File: config.mk
export PLATFORM = sky130hd
export DESIGN_NAME = catb_top
export DESIGN_NICKNAME = d
export VERILOG_FILES = /design/src/hdl/catb_pkg.sv /design/src/hdl/catb_tick_if.sv /design/src/hdl/catb_sync.sv /design/src/hdl/catb_timebase.sv /design/src/hdl/catb_top.sv
export SDC_FILE = /design/constraint.sdc
export NUM_CORES = 1
export LEC_CHECK = 0
export ABC_AREA = 1
export BUFFER_PORTS_ARGS = -buffer_cell sky130_fd_sc_hd__buf_2
export CAP_MARGIN = 15
export CORE_MARGIN = 10
export CORE_UTILIZATION = 37
export CTS_BUF_LIST = sky130_fd_sc_hd__clkbuf_8
export CTS_CLUSTER_SIZE = 10
export DETAILED_ROUTE_END_ITERATION = 10
export PLACE_DENSITY = 0.7
export SLEW_MARGIN = 20
export SYNTH_ARGS = -nofsm -noshare
export SYNTH_HDL_FRONTEND = slang
export SYNTH_SLANG_ARGS = --single-unit
File: constraint.sdc
create_clock -name pclk -period 2.8 [get_ports pclk]
set_input_delay 0.28 -clock pclk [delete_from_list [all_inputs] [get_ports pclk]]
set_output_delay 0.28 -clock pclk [all_outputs]
set_load 0.02 [all_outputs]
File: src/hdl/catb_pkg.sv
// package for the counter array timebase: register map, fields, constants
// assumes a 32-bit apb slave with one aligned word per register
`default_nettype none
package catb_pkg;
  // register byte offsets
  localparam logic [7:0] ADDR_LOW    = 8'h00;
  localparam logic [7:0] ADDR_HIGH   = 8'h04;
  localparam logic [7:0] ADDR_MODE   = 8'h08;
  localparam logic [7:0] ADDR_STATUS = 8'h0c;
  localparam logic [7:0] ADDR_MASK   = 8'h10;
  localparam logic [7:0] ADDR_WDOG   = 8'h14;
  // mode register fields
  localparam int MODE_OVF_IE  = 0;
  localparam int MODE_SEL_LO  = 1;
  localparam int MODE_SEL_HI  = 3;
  localparam int MODE_IDLE    = 7;
  localparam int MODE_OVF     = 8;
  localparam logic [31:0] MODE_RESET = 32'h0000_0000;
  // status / mask fields
  localparam int ST_OVF       = 0;
  localparam int ST_WIDTH     = 1;
  // watchdog control field
  localparam int WD_ENABLE    = 0;
  // timebase select codes
  localparam logic [2:0] SEL_DIV12 = 3'h0;
  localparam logic [2:0] SEL_DIV4  = 3'h1;
  localparam logic [2:0] SEL_T0    = 3'h2;
  localparam logic [2:0] SEL_EXT   = 3'h3;
  localparam logic [2:0] SEL_SYS   = 3'h4;
  localparam logic [2:0] SEL_OSC8  = 3'h5;
  // divider figures
  localparam int DIV12 = 12;
  localparam int DIV4  = 4;
  localparam int OSC_DIV = 8;
  localparam logic [15:0] CNT_MAX = 16'hffff;
  localparam logic [15:0] CNT_ZERO = 16'h0000;
endpackage : catb_pkg
`default_nettype wire

File: src/hdl/catb_tick_if.sv
// interface carrying qualified ticks from the timebase to the counter
// assumes both ends on pclk
`default_nettype none
interface catb_tick_if;
  logic tick;   // one-cycle count enable
  logic [2:0] sel;
  modport src (output tick, input sel);
  modport dst (input tick, output sel);
endinterface : catb_tick_if
`default_nettype wire

File: src/hdl/catb_sync.sv
// two flop synchroniser for asynchronous levels
// assumes the input comes from another clock or a pin
`default_nettype none
module catb_sync (
  // clock and reset
  input  wire logic clk,
  input  wire logic rst_n,
  // level
  input  wire logic din,
  output logic      dout
);
  logic meta_q;
  logic meta_d;
  logic sync_d;
  // next values pass straight through
  always_comb begin
    meta_d = din;
    sync_d = meta_q;
  end
  // first flop read only by the second
  always_ff @(posedge clk or negedge rst_n) begin
    if (!rst_n) begin
      meta_q <= 1'b0;
      dout   <= 1'b0;
    end else begin
      meta_q <= meta_d;
      dout   <= sync_d;
    end
  end
endmodule : catb_sync
`default_nettype wire

File: src/hdl/catb_timebase.sv
// timebase selector: produces one-cycle ticks for the counter
// assumes ext inputs already synchronised to pclk
`default_nettype none
module catb_timebase (
  // clock and reset
  input  wire logic pclk,
  input  wire logic presetn,
  // synchronised sources
  input  wire logic t0_ovf,
  input  wire logic ext_in_s,
  input  wire logic osc_div8_s,
  // tick out
  catb_tick_if.src  tb
);
  logic [3:0] div_q, div_d;
  logic       ext_q, ext_d;
  logic       osc_q, osc_d;
  logic       tick_c;
  // prescaler wraps at twelve; divide by four taken from its low bits
  always_comb begin
    div_d = (div_q == 4'(catb_pkg::DIV12 - 1)) ? 4'h0 : div_q + 4'h1;
    ext_d = ext_in_s;
    osc_d = osc_div8_s;
    case (tb.sel)
      catb_pkg::SEL_DIV12: tick_c = (div_q == 4'h0);
      catb_pkg::SEL_DIV4:  tick_c = (div_q[1:0] == 2'h0);
      catb_pkg::SEL_T0:    tick_c = t0_ovf;
      catb_pkg::SEL_EXT:   tick_c = ext_q & ~ext_in_s;
      catb_pkg::SEL_SYS:   tick_c = 1'b1;
      catb_pkg::SEL_OSC8:  tick_c = osc_q & ~osc_div8_s;
      default:             tick_c = 1'b0;  // reserved codes stop counting
    endcase
  end
  // twelve is a multiple of four, so div4 ticks evenly off the shared
  // prescaler; one counter serves both divided rates
  always_ff @(posedge pclk or negedge presetn) begin
    if (!presetn) begin
      div_q   <= 4'h0;
      ext_q   <= 1'b0;
      osc_q   <= 1'b0;
      tb.tick <= 1'b0;
    end else begin
      div_q   <= div_d;
      ext_q   <= ext_d;
      osc_q   <= osc_d;
      tb.tick <= tick_c;
    end
  end
endmodule : catb_timebase
`default_nettype wire

File: src/hdl/catb_top.sv
// counter array timebase: 16-bit counter, snapshot read, overflow irq
// assumes an apb master on pclk; ext pins asynchronous to pclk
//
// Our own choices: the register offsets and the APB slave port.
`default_nettype none
module catb_top (
  // clock and reset
  input  wire logic        pclk,
  input  wire logic        presetn,
  // apb slave
  input  wire logic        psel,
  input  wire logic        penable,
  input  wire logic        pwrite,
  input  wire logic [7:0]  paddr,
  input  wire logic [31:0] pwdata,
  output logic      [31:0] prdata,
  output logic             pready,
  output logic             pslverr,
  // count sources
  input  wire logic        t0_ovf,
  input  wire logic        ext_count_in,
  input  wire logic        osc_div8_in,
  input  wire logic        cpu_idle,
  // status out
  output logic             irq,
  output logic             wdog_active
);
  catb_tick_if tb_if ();
  logic ext_s, osc_s;

  // asynchronous pins pass two flops
  catb_sync u_sync_ext (
    .clk   (pclk),
    .rst_n (presetn),
    .din   (ext_count_in),
    .dout  (ext_s)
  );
  catb_sync u_sync_osc (
    .clk   (pclk),
    .rst_n (presetn),
    .din   (osc_div8_in),
    .dout  (osc_s)
  );
  catb_timebase u_tb (
    .pclk       (pclk),
    .presetn    (presetn),
    .t0_ovf     (t0_ovf),
    .ext_in_s   (ext_s),
    .osc_div8_s (osc_s),
    .tb         (tb_if.src)
  );

  logic [15:0] cnt_q, cnt_d;
  logic [7:0]  snap_q, snap_d;
  logic [2:0]  sel_q, sel_d;
  logic        ie_q, ie_d;
  logic        idle_q, idle_d;
  logic        ovf_q, ovf_d;
  logic        mask_q, mask_d;
  logic        wd_q, wd_d;
  logic [31:0] rd_d;
  logic        wr, rd, wrap, adv, acc_ok;

  assign tb_if.sel = sel_q;

  // apb strobes: writes act in the access cycle, reads latch in setup
  always_comb begin
    wr = psel & penable & pwrite;
    rd = psel & ~penable & ~pwrite;
    acc_ok = (paddr == catb_pkg::ADDR_LOW)  ||
             (paddr == catb_pkg::ADDR_HIGH) ||
             (paddr == catb_pkg::ADDR_MODE) ||
             (paddr == catb_pkg::ADDR_STATUS) ||
             (paddr == catb_pkg::ADDR_MASK) ||
             (paddr == catb_pkg::ADDR_WDOG);
  end

  // counter: idle bit freezes during cpu idle, reads never touch it
  always_comb begin
    adv   = tb_if.tick & ~(idle_q & cpu_idle);
    wrap  = adv && (cnt_q == catb_pkg::CNT_MAX);
    cnt_d = cnt_q;
    if (adv) begin
      cnt_d = cnt_q + 16'h0001;
    end
    // counter writes refused while watchdog mode holds
    if (wr && !wd_q && paddr == catb_pkg::ADDR_LOW) begin
      cnt_d = {cnt_q[15:8], pwdata[7:0]};
    end
    if (wr && !wd_q && paddr == catb_pkg::ADDR_HIGH) begin
      cnt_d = {pwdata[7:0], cnt_q[7:0]};
    end
  end

  // snapshot of high byte, taken with the low byte in the setup cycle so
  // a carry between setup and access cannot split the pair
  always_comb begin
    snap_d = snap_q;
    if (rd && paddr == catb_pkg::ADDR_LOW) begin
      snap_d = cnt_q[15:8];
    end
  end

  // mode, flag and mask; hardware set wins over software clear
  always_comb begin
    sel_d  = sel_q;
    ie_d   = ie_q;
    idle_d = idle_q;
    ovf_d  = ovf_q;
    mask_d = mask_q;
    wd_d   = wd_q;
    if (wr && paddr == catb_pkg::ADDR_MODE && !wd_q) begin
      sel_d  = pwdata[catb_pkg::MODE_SEL_HI:catb_pkg::MODE_SEL_LO];
      ie_d   = pwdata[catb_pkg::MODE_OVF_IE];
      idle_d = pwdata[catb_pkg::MODE_IDLE];
      if (!pwdata[catb_pkg::MODE_OVF]) begin
        ovf_d = 1'b0;
      end
    end
    if (wr && paddr == catb_pkg::ADDR_STATUS &&
        pwdata[catb_pkg::ST_OVF]) begin
      ovf_d = 1'b0;
    end
    if (wr && paddr == catb_pkg::ADDR_MASK) begin
      mask_d = pwdata[catb_pkg::ST_OVF];
    end
    // watchdog may only be switched off by software
    if (wr && paddr == catb_pkg::ADDR_WDOG &&
        !pwdata[catb_pkg::WD_ENABLE]) begin
      wd_d = 1'b0;
    end
    if (wrap) begin
      ovf_d = 1'b1;
    end
  end

  // read mux; high byte comes from the snapshot
  always_comb begin
    rd_d = prdata;
    if (rd) begin
      rd_d = 32'h0000_0000;
      case (paddr)
        catb_pkg::ADDR_LOW:    rd_d = {24'h00_0000, cnt_q[7:0]};
        catb_pkg::ADDR_HIGH:   rd_d = {24'h00_0000, snap_q};
        catb_pkg::ADDR_MODE: begin
          rd_d[catb_pkg::MODE_OVF_IE] = ie_q;
          rd_d[catb_pkg::MODE_SEL_HI:catb_pkg::MODE_SEL_LO] = sel_q;
          rd_d[catb_pkg::MODE_IDLE] = idle_q;
          rd_d[catb_pkg::MODE_OVF] = ovf_q;
        end
        catb_pkg::ADDR_STATUS: rd_d[catb_pkg::ST_OVF] = ovf_q;
        catb_pkg::ADDR_MASK:   rd_d[catb_pkg::ST_OVF] = mask_q;
        catb_pkg::ADDR_WDOG:   rd_d[catb_pkg::WD_ENABLE] = wd_q;
        default:               rd_d = 32'h0000_0000;
      endcase
    end
  end

  // all state and outputs registered here
  always_ff @(posedge pclk or negedge presetn) begin
    if (!presetn) begin
      cnt_q       <= catb_pkg::CNT_ZERO;
      snap_q      <= 8'h00;
      sel_q       <= catb_pkg::SEL_DIV12;
      ie_q        <= 1'b0;
      idle_q      <= 1'b0;
      ovf_q       <= 1'b0;
      mask_q      <= 1'b0;
      wd_q        <= 1'b1;
      prdata      <= 32'h0000_0000;
      pready      <= 1'b0;
      pslverr     <= 1'b0;
      irq         <= 1'b0;
      wdog_active <= 1'b1;
    end else begin
      cnt_q       <= cnt_d;
      snap_q      <= snap_d;
      sel_q       <= sel_d;
      ie_q        <= ie_d;
      idle_q      <= idle_d;
      ovf_q       <= ovf_d;
      mask_q      <= mask_d;
      wd_q        <= wd_d;
      prdata      <= rd_d;
      pready      <= psel & ~penable;  // one wait-free access cycle
      pslverr     <= psel & ~penable & ~acc_ok;
      irq         <= ovf_d & ie_d & mask_d;
      wdog_active <= wd_d;
    end
  end
endmodule : catb_top
`default_nettype wire
==> metrics.md <==
| Metric | Value |
|---|---|
| Drt first-iter violations | `183` |
| Post-synth cell types | `32` |
| Final Hold Viols | `0` |
| Most common cell after layout, fill and taps aside | `nand2_1` |
| Root buffer cell | `clkbuf_8` |
| I/O Pins | `85` |
| Crit path time final | `1.630 ns` |
| Flop pwr share | `52.4%` |
| Tcrit/Tclk final | `58.22%` |
| Clock Sinks | `55` |
| Core area | `8636 µm²` |
| Worst Path Max Fanout | `17` |
| Routed wire per std cell | `12.60 µm` |
| Initial core utilization | `37.61%` |
| H-tree depth | `2` |
| Fin. max-slew vios | `0` |
| Peak VDD IR | `195.8 µV` |
| CP Data Arrival Time | `1.83 ns` |
| Total power divided by cell area | `485.5 nW/µm²` |
| RePlAce Congestion | `0.8821` |
| Synth Register Bits | `55` |
| Final #Nets | `530` |
| Switching Share | `31.78%` |
| Post-route ant nets | `0` |
| Via count | `2734` |
| Syn-to-layout area delta | `9.938%` |
| Synth top area share | `41.60%` |
| Worst-Skew Late Latency | `0.31 ns` |
| CP Launch Type | `input pin` |
| CP max-delay cell | `a21oi_4` |
| CP Buf/Inv Count | `2` |
| Ratio of cells with drive above 1 in the final layout | `14.41%` |
| FF+latch area | `1378 µm²` |
| Sequential area share after synthesis | `42.41%` |
| Critical path, cell by cell | `buf_2 -> nor2_4 -> nand2_2 -> nor2_8 -> nand2_4 -> a21oi_4 -> inv_1 -> nand2_1 -> nand2_1` |
| Worst setup margin | `1.170 ns` |
| Inserted Diodes | `0` |
| Detailed placement HPWL | `5.830 mm` |
| Most frequent cells in the layout | `nand2_1 (148), dfrtp_1 (54), inv_1 (50)` |
| CTS tree | `built` |
| FILL cells | `895` |
| Initial antenna violation count | `0` |
| Synth Warn # | `0` |
| Mapped cell area | `3248 µm²` |
| RSZ-0062 raised after global routing | `false` |
| Syn Inst Count | `437` |
| Skew final | `0.009452 ns` |
| CP dominant cell by count | `nand2_1` |
| Ranking of synthesized cells by area | `dfrtp_1 (42%), nand2_1 (17%), nand3_1 (7.4%)` |
| Status | `completed` |
| Core Rows | `34` |
| GRT Resource Usage Total | `11.48%` |
| Leak | `1.947 nW` |
| Psw | `0.5511 mW` |
| Largest net degree at the start of global routing | `56` |
| DIE AREA | `12930 µm²` |
| Crit path largest cell delay | `0.36 ns` |
| Fmax | `613.4 MHz` |
| Drt pass-1 iters | `4` |
| Worst Hold Class | `in -> reg` |
| Int Pwr | `1.183 mW` |
| Port Buf Inserts | `38` |
| Maxcap violations | `0` |
| First-pass GRT wire length | `12.47 mm` |
| Clock transition at path regs | `0.10 ns` |
| Clock Path Buffers | `2` |
| Gr ovfl total | `0` |
| Die W | `113.7 µm` |
| Multi-input logic area | `1540 µm²` |
| Via density | `4.658` |
| CP Data Required Time | `3.00 ns` |
| Clock power share | `27.3%` |
| Average cell area after synthesis | `7.433 µm²` |
| Setup slack at placement | `0.8272 ns` |
| Comb power frac | `20.3%` |
| Classification of the worst setup path | `in -> reg` |
| Synth area leader | `dfrtp_1` |
| CP delay by family, top | `simple AND/OR/NAND/NOR gates` |
| Setup TNS | `0 ns` |
| Die Y | `113.7 µm` |
| Routed WL | `7.399 mm` |
| CTS Buf Count | `5` |
| Nature of the critical path endpoint | `flip-flop` |
| Final setup vio count | `0` |
| Remaining DRCs | `0` |
| Vias in the first global route | `2639` |
[timing repair]
action	4_1_cts	5_1_grt
hold buffers	1	0
hold endpoints to repair	54	0
setup buffers	0	0
gates resized for setup	0	0
[final cells by class]
| cell class | instances | share of cell area [%] |
|---|---|---|
| multi-input combinational | 324 | 43.13 |
| sequential | 55 | 38.58 |
| timing repair buffer | 41 | 6.377 |
| inverter | 51 | 5.361 |
| tap | 108 | 3.784 |
| clock buffer | 6 | 2.313 |
| clock inverter | 2 | 0.4555 |
[registers in the layout, summed over array words and instances, names as in the netlist, 3 cells and up]
| register | flops |
|---|---|
| sel_q | 3 |
| u_tb.div_q | 4 |
| cnt_q | 16 |
| prdata | 9 |
| snap_q | 8 |
[cell usage after synthesis]
cell,instances
nor2_1,33
conb_1,1
nand3_1,48
dfrtp_1,54
nand4_1,6
buf_6,3
ha_1,3
a21oi_4,1
buf_2,3
xor2_1,4
o21ai_1,8
o21ai_2,1
nor2_2,1
nor2_4,5
inv_2,1
nand3_2,1
nor3_1,3
o21ai_0,20
nand2_2,3
a21boi_0,2
nand2_1,148
dfstp_2,1
o31ai_1,1
nand3_4,1
nand3b_1,2
nor2_8,2
o211ai_1,1
buf_4,23
nand2_4,2
inv_1,50
or2_2,2
a21oi_1,3
[cell families (layout without fill, tap and decap cells)]
kind of cell               after synthesis  count (layout)  share of synthesized area [%]
adders and majority gates                3               3                          1.156
AOI/OAI and AO/OA                       37              37                          6.472
xor gates and xnor gates                 4               4                          1.078
other                                    1              23                         0.1155
DFF                                     55              55                          42.41
and+or+nand+nor                        257             257                          36.06
buffers and inverters                   80             100                          12.71
[power groups by stage]
stage	combinational, mW	sequential (mW)	clock (mW)
2_1_floorplan	0.280	0.915	0
3_3_place_gp	0.339	0.921	0
3_5_place_dp	0.349	0.924	0
4_1_cts	0.352	0.908	0.488
5_1_grt	0.409	0.921	0.526
6_report	0.352	0.909	0.473
[path summary, 6_finish.rpt]
path	startpoint	endpoint	slack, ns	depth (start not counted)
max	paddr[1]	cnt_q[2]$_DFFE_PN0P_	1.17	9
min	osc_div8_in	u_sync_osc.meta_q$_DFF_PN0_	0.07	1
max reg2reg	wd_q$_DFFE_PN1P_	cnt_q[2]$_DFFE_PN0P_	1.17	7
min reg2reg	u_sync_ext.meta_q$_DFF_PN0_	u_sync_ext.dout$_DFF_PN0_	0.36	0
max in group asynchronous	presetn	wd_q$_DFFE_PN1P_	2.04	3
min in group asynchronous	presetn	u_tb.div_q[0]$_DFF_PN0_	0.48	3
[per-layer routing]
metal,vias up,share of wire (%),GRT usage (%)
met4,0,1.2,3.299
met5,-,0,0
met2,80,47,18.63
met3,13,8.0,3.675
met1,1232,43,14.26
li1,1409,-,-
[through the flow]
| step | hold WS, ns | power, mW | utilization (%) | instances | cell area (µm²) |
|---|---|---|---|---|---|
| 2_1_floorplan | -0.01559 | 1.194 | - | 459 | 3331 |
| 3_3_place_gp | 0.2996 | 1.260 | 40.09 | 578 | 3462 |
| 3_5_place_dp | 0.3072 | 1.273 | 40.09 | 578 | 3462 |
| 4_1_cts | 0.06192 | 1.748 | 41.35 | 587 | 3571 |
| 5_1_grt | 0.04567 | 1.857 | 41.35 | 587 | 3571 |
| 6_report | 0.06731 | 1.734 | 41.35 | 587 | 3571 |
(Power assumes the default switching activity.)
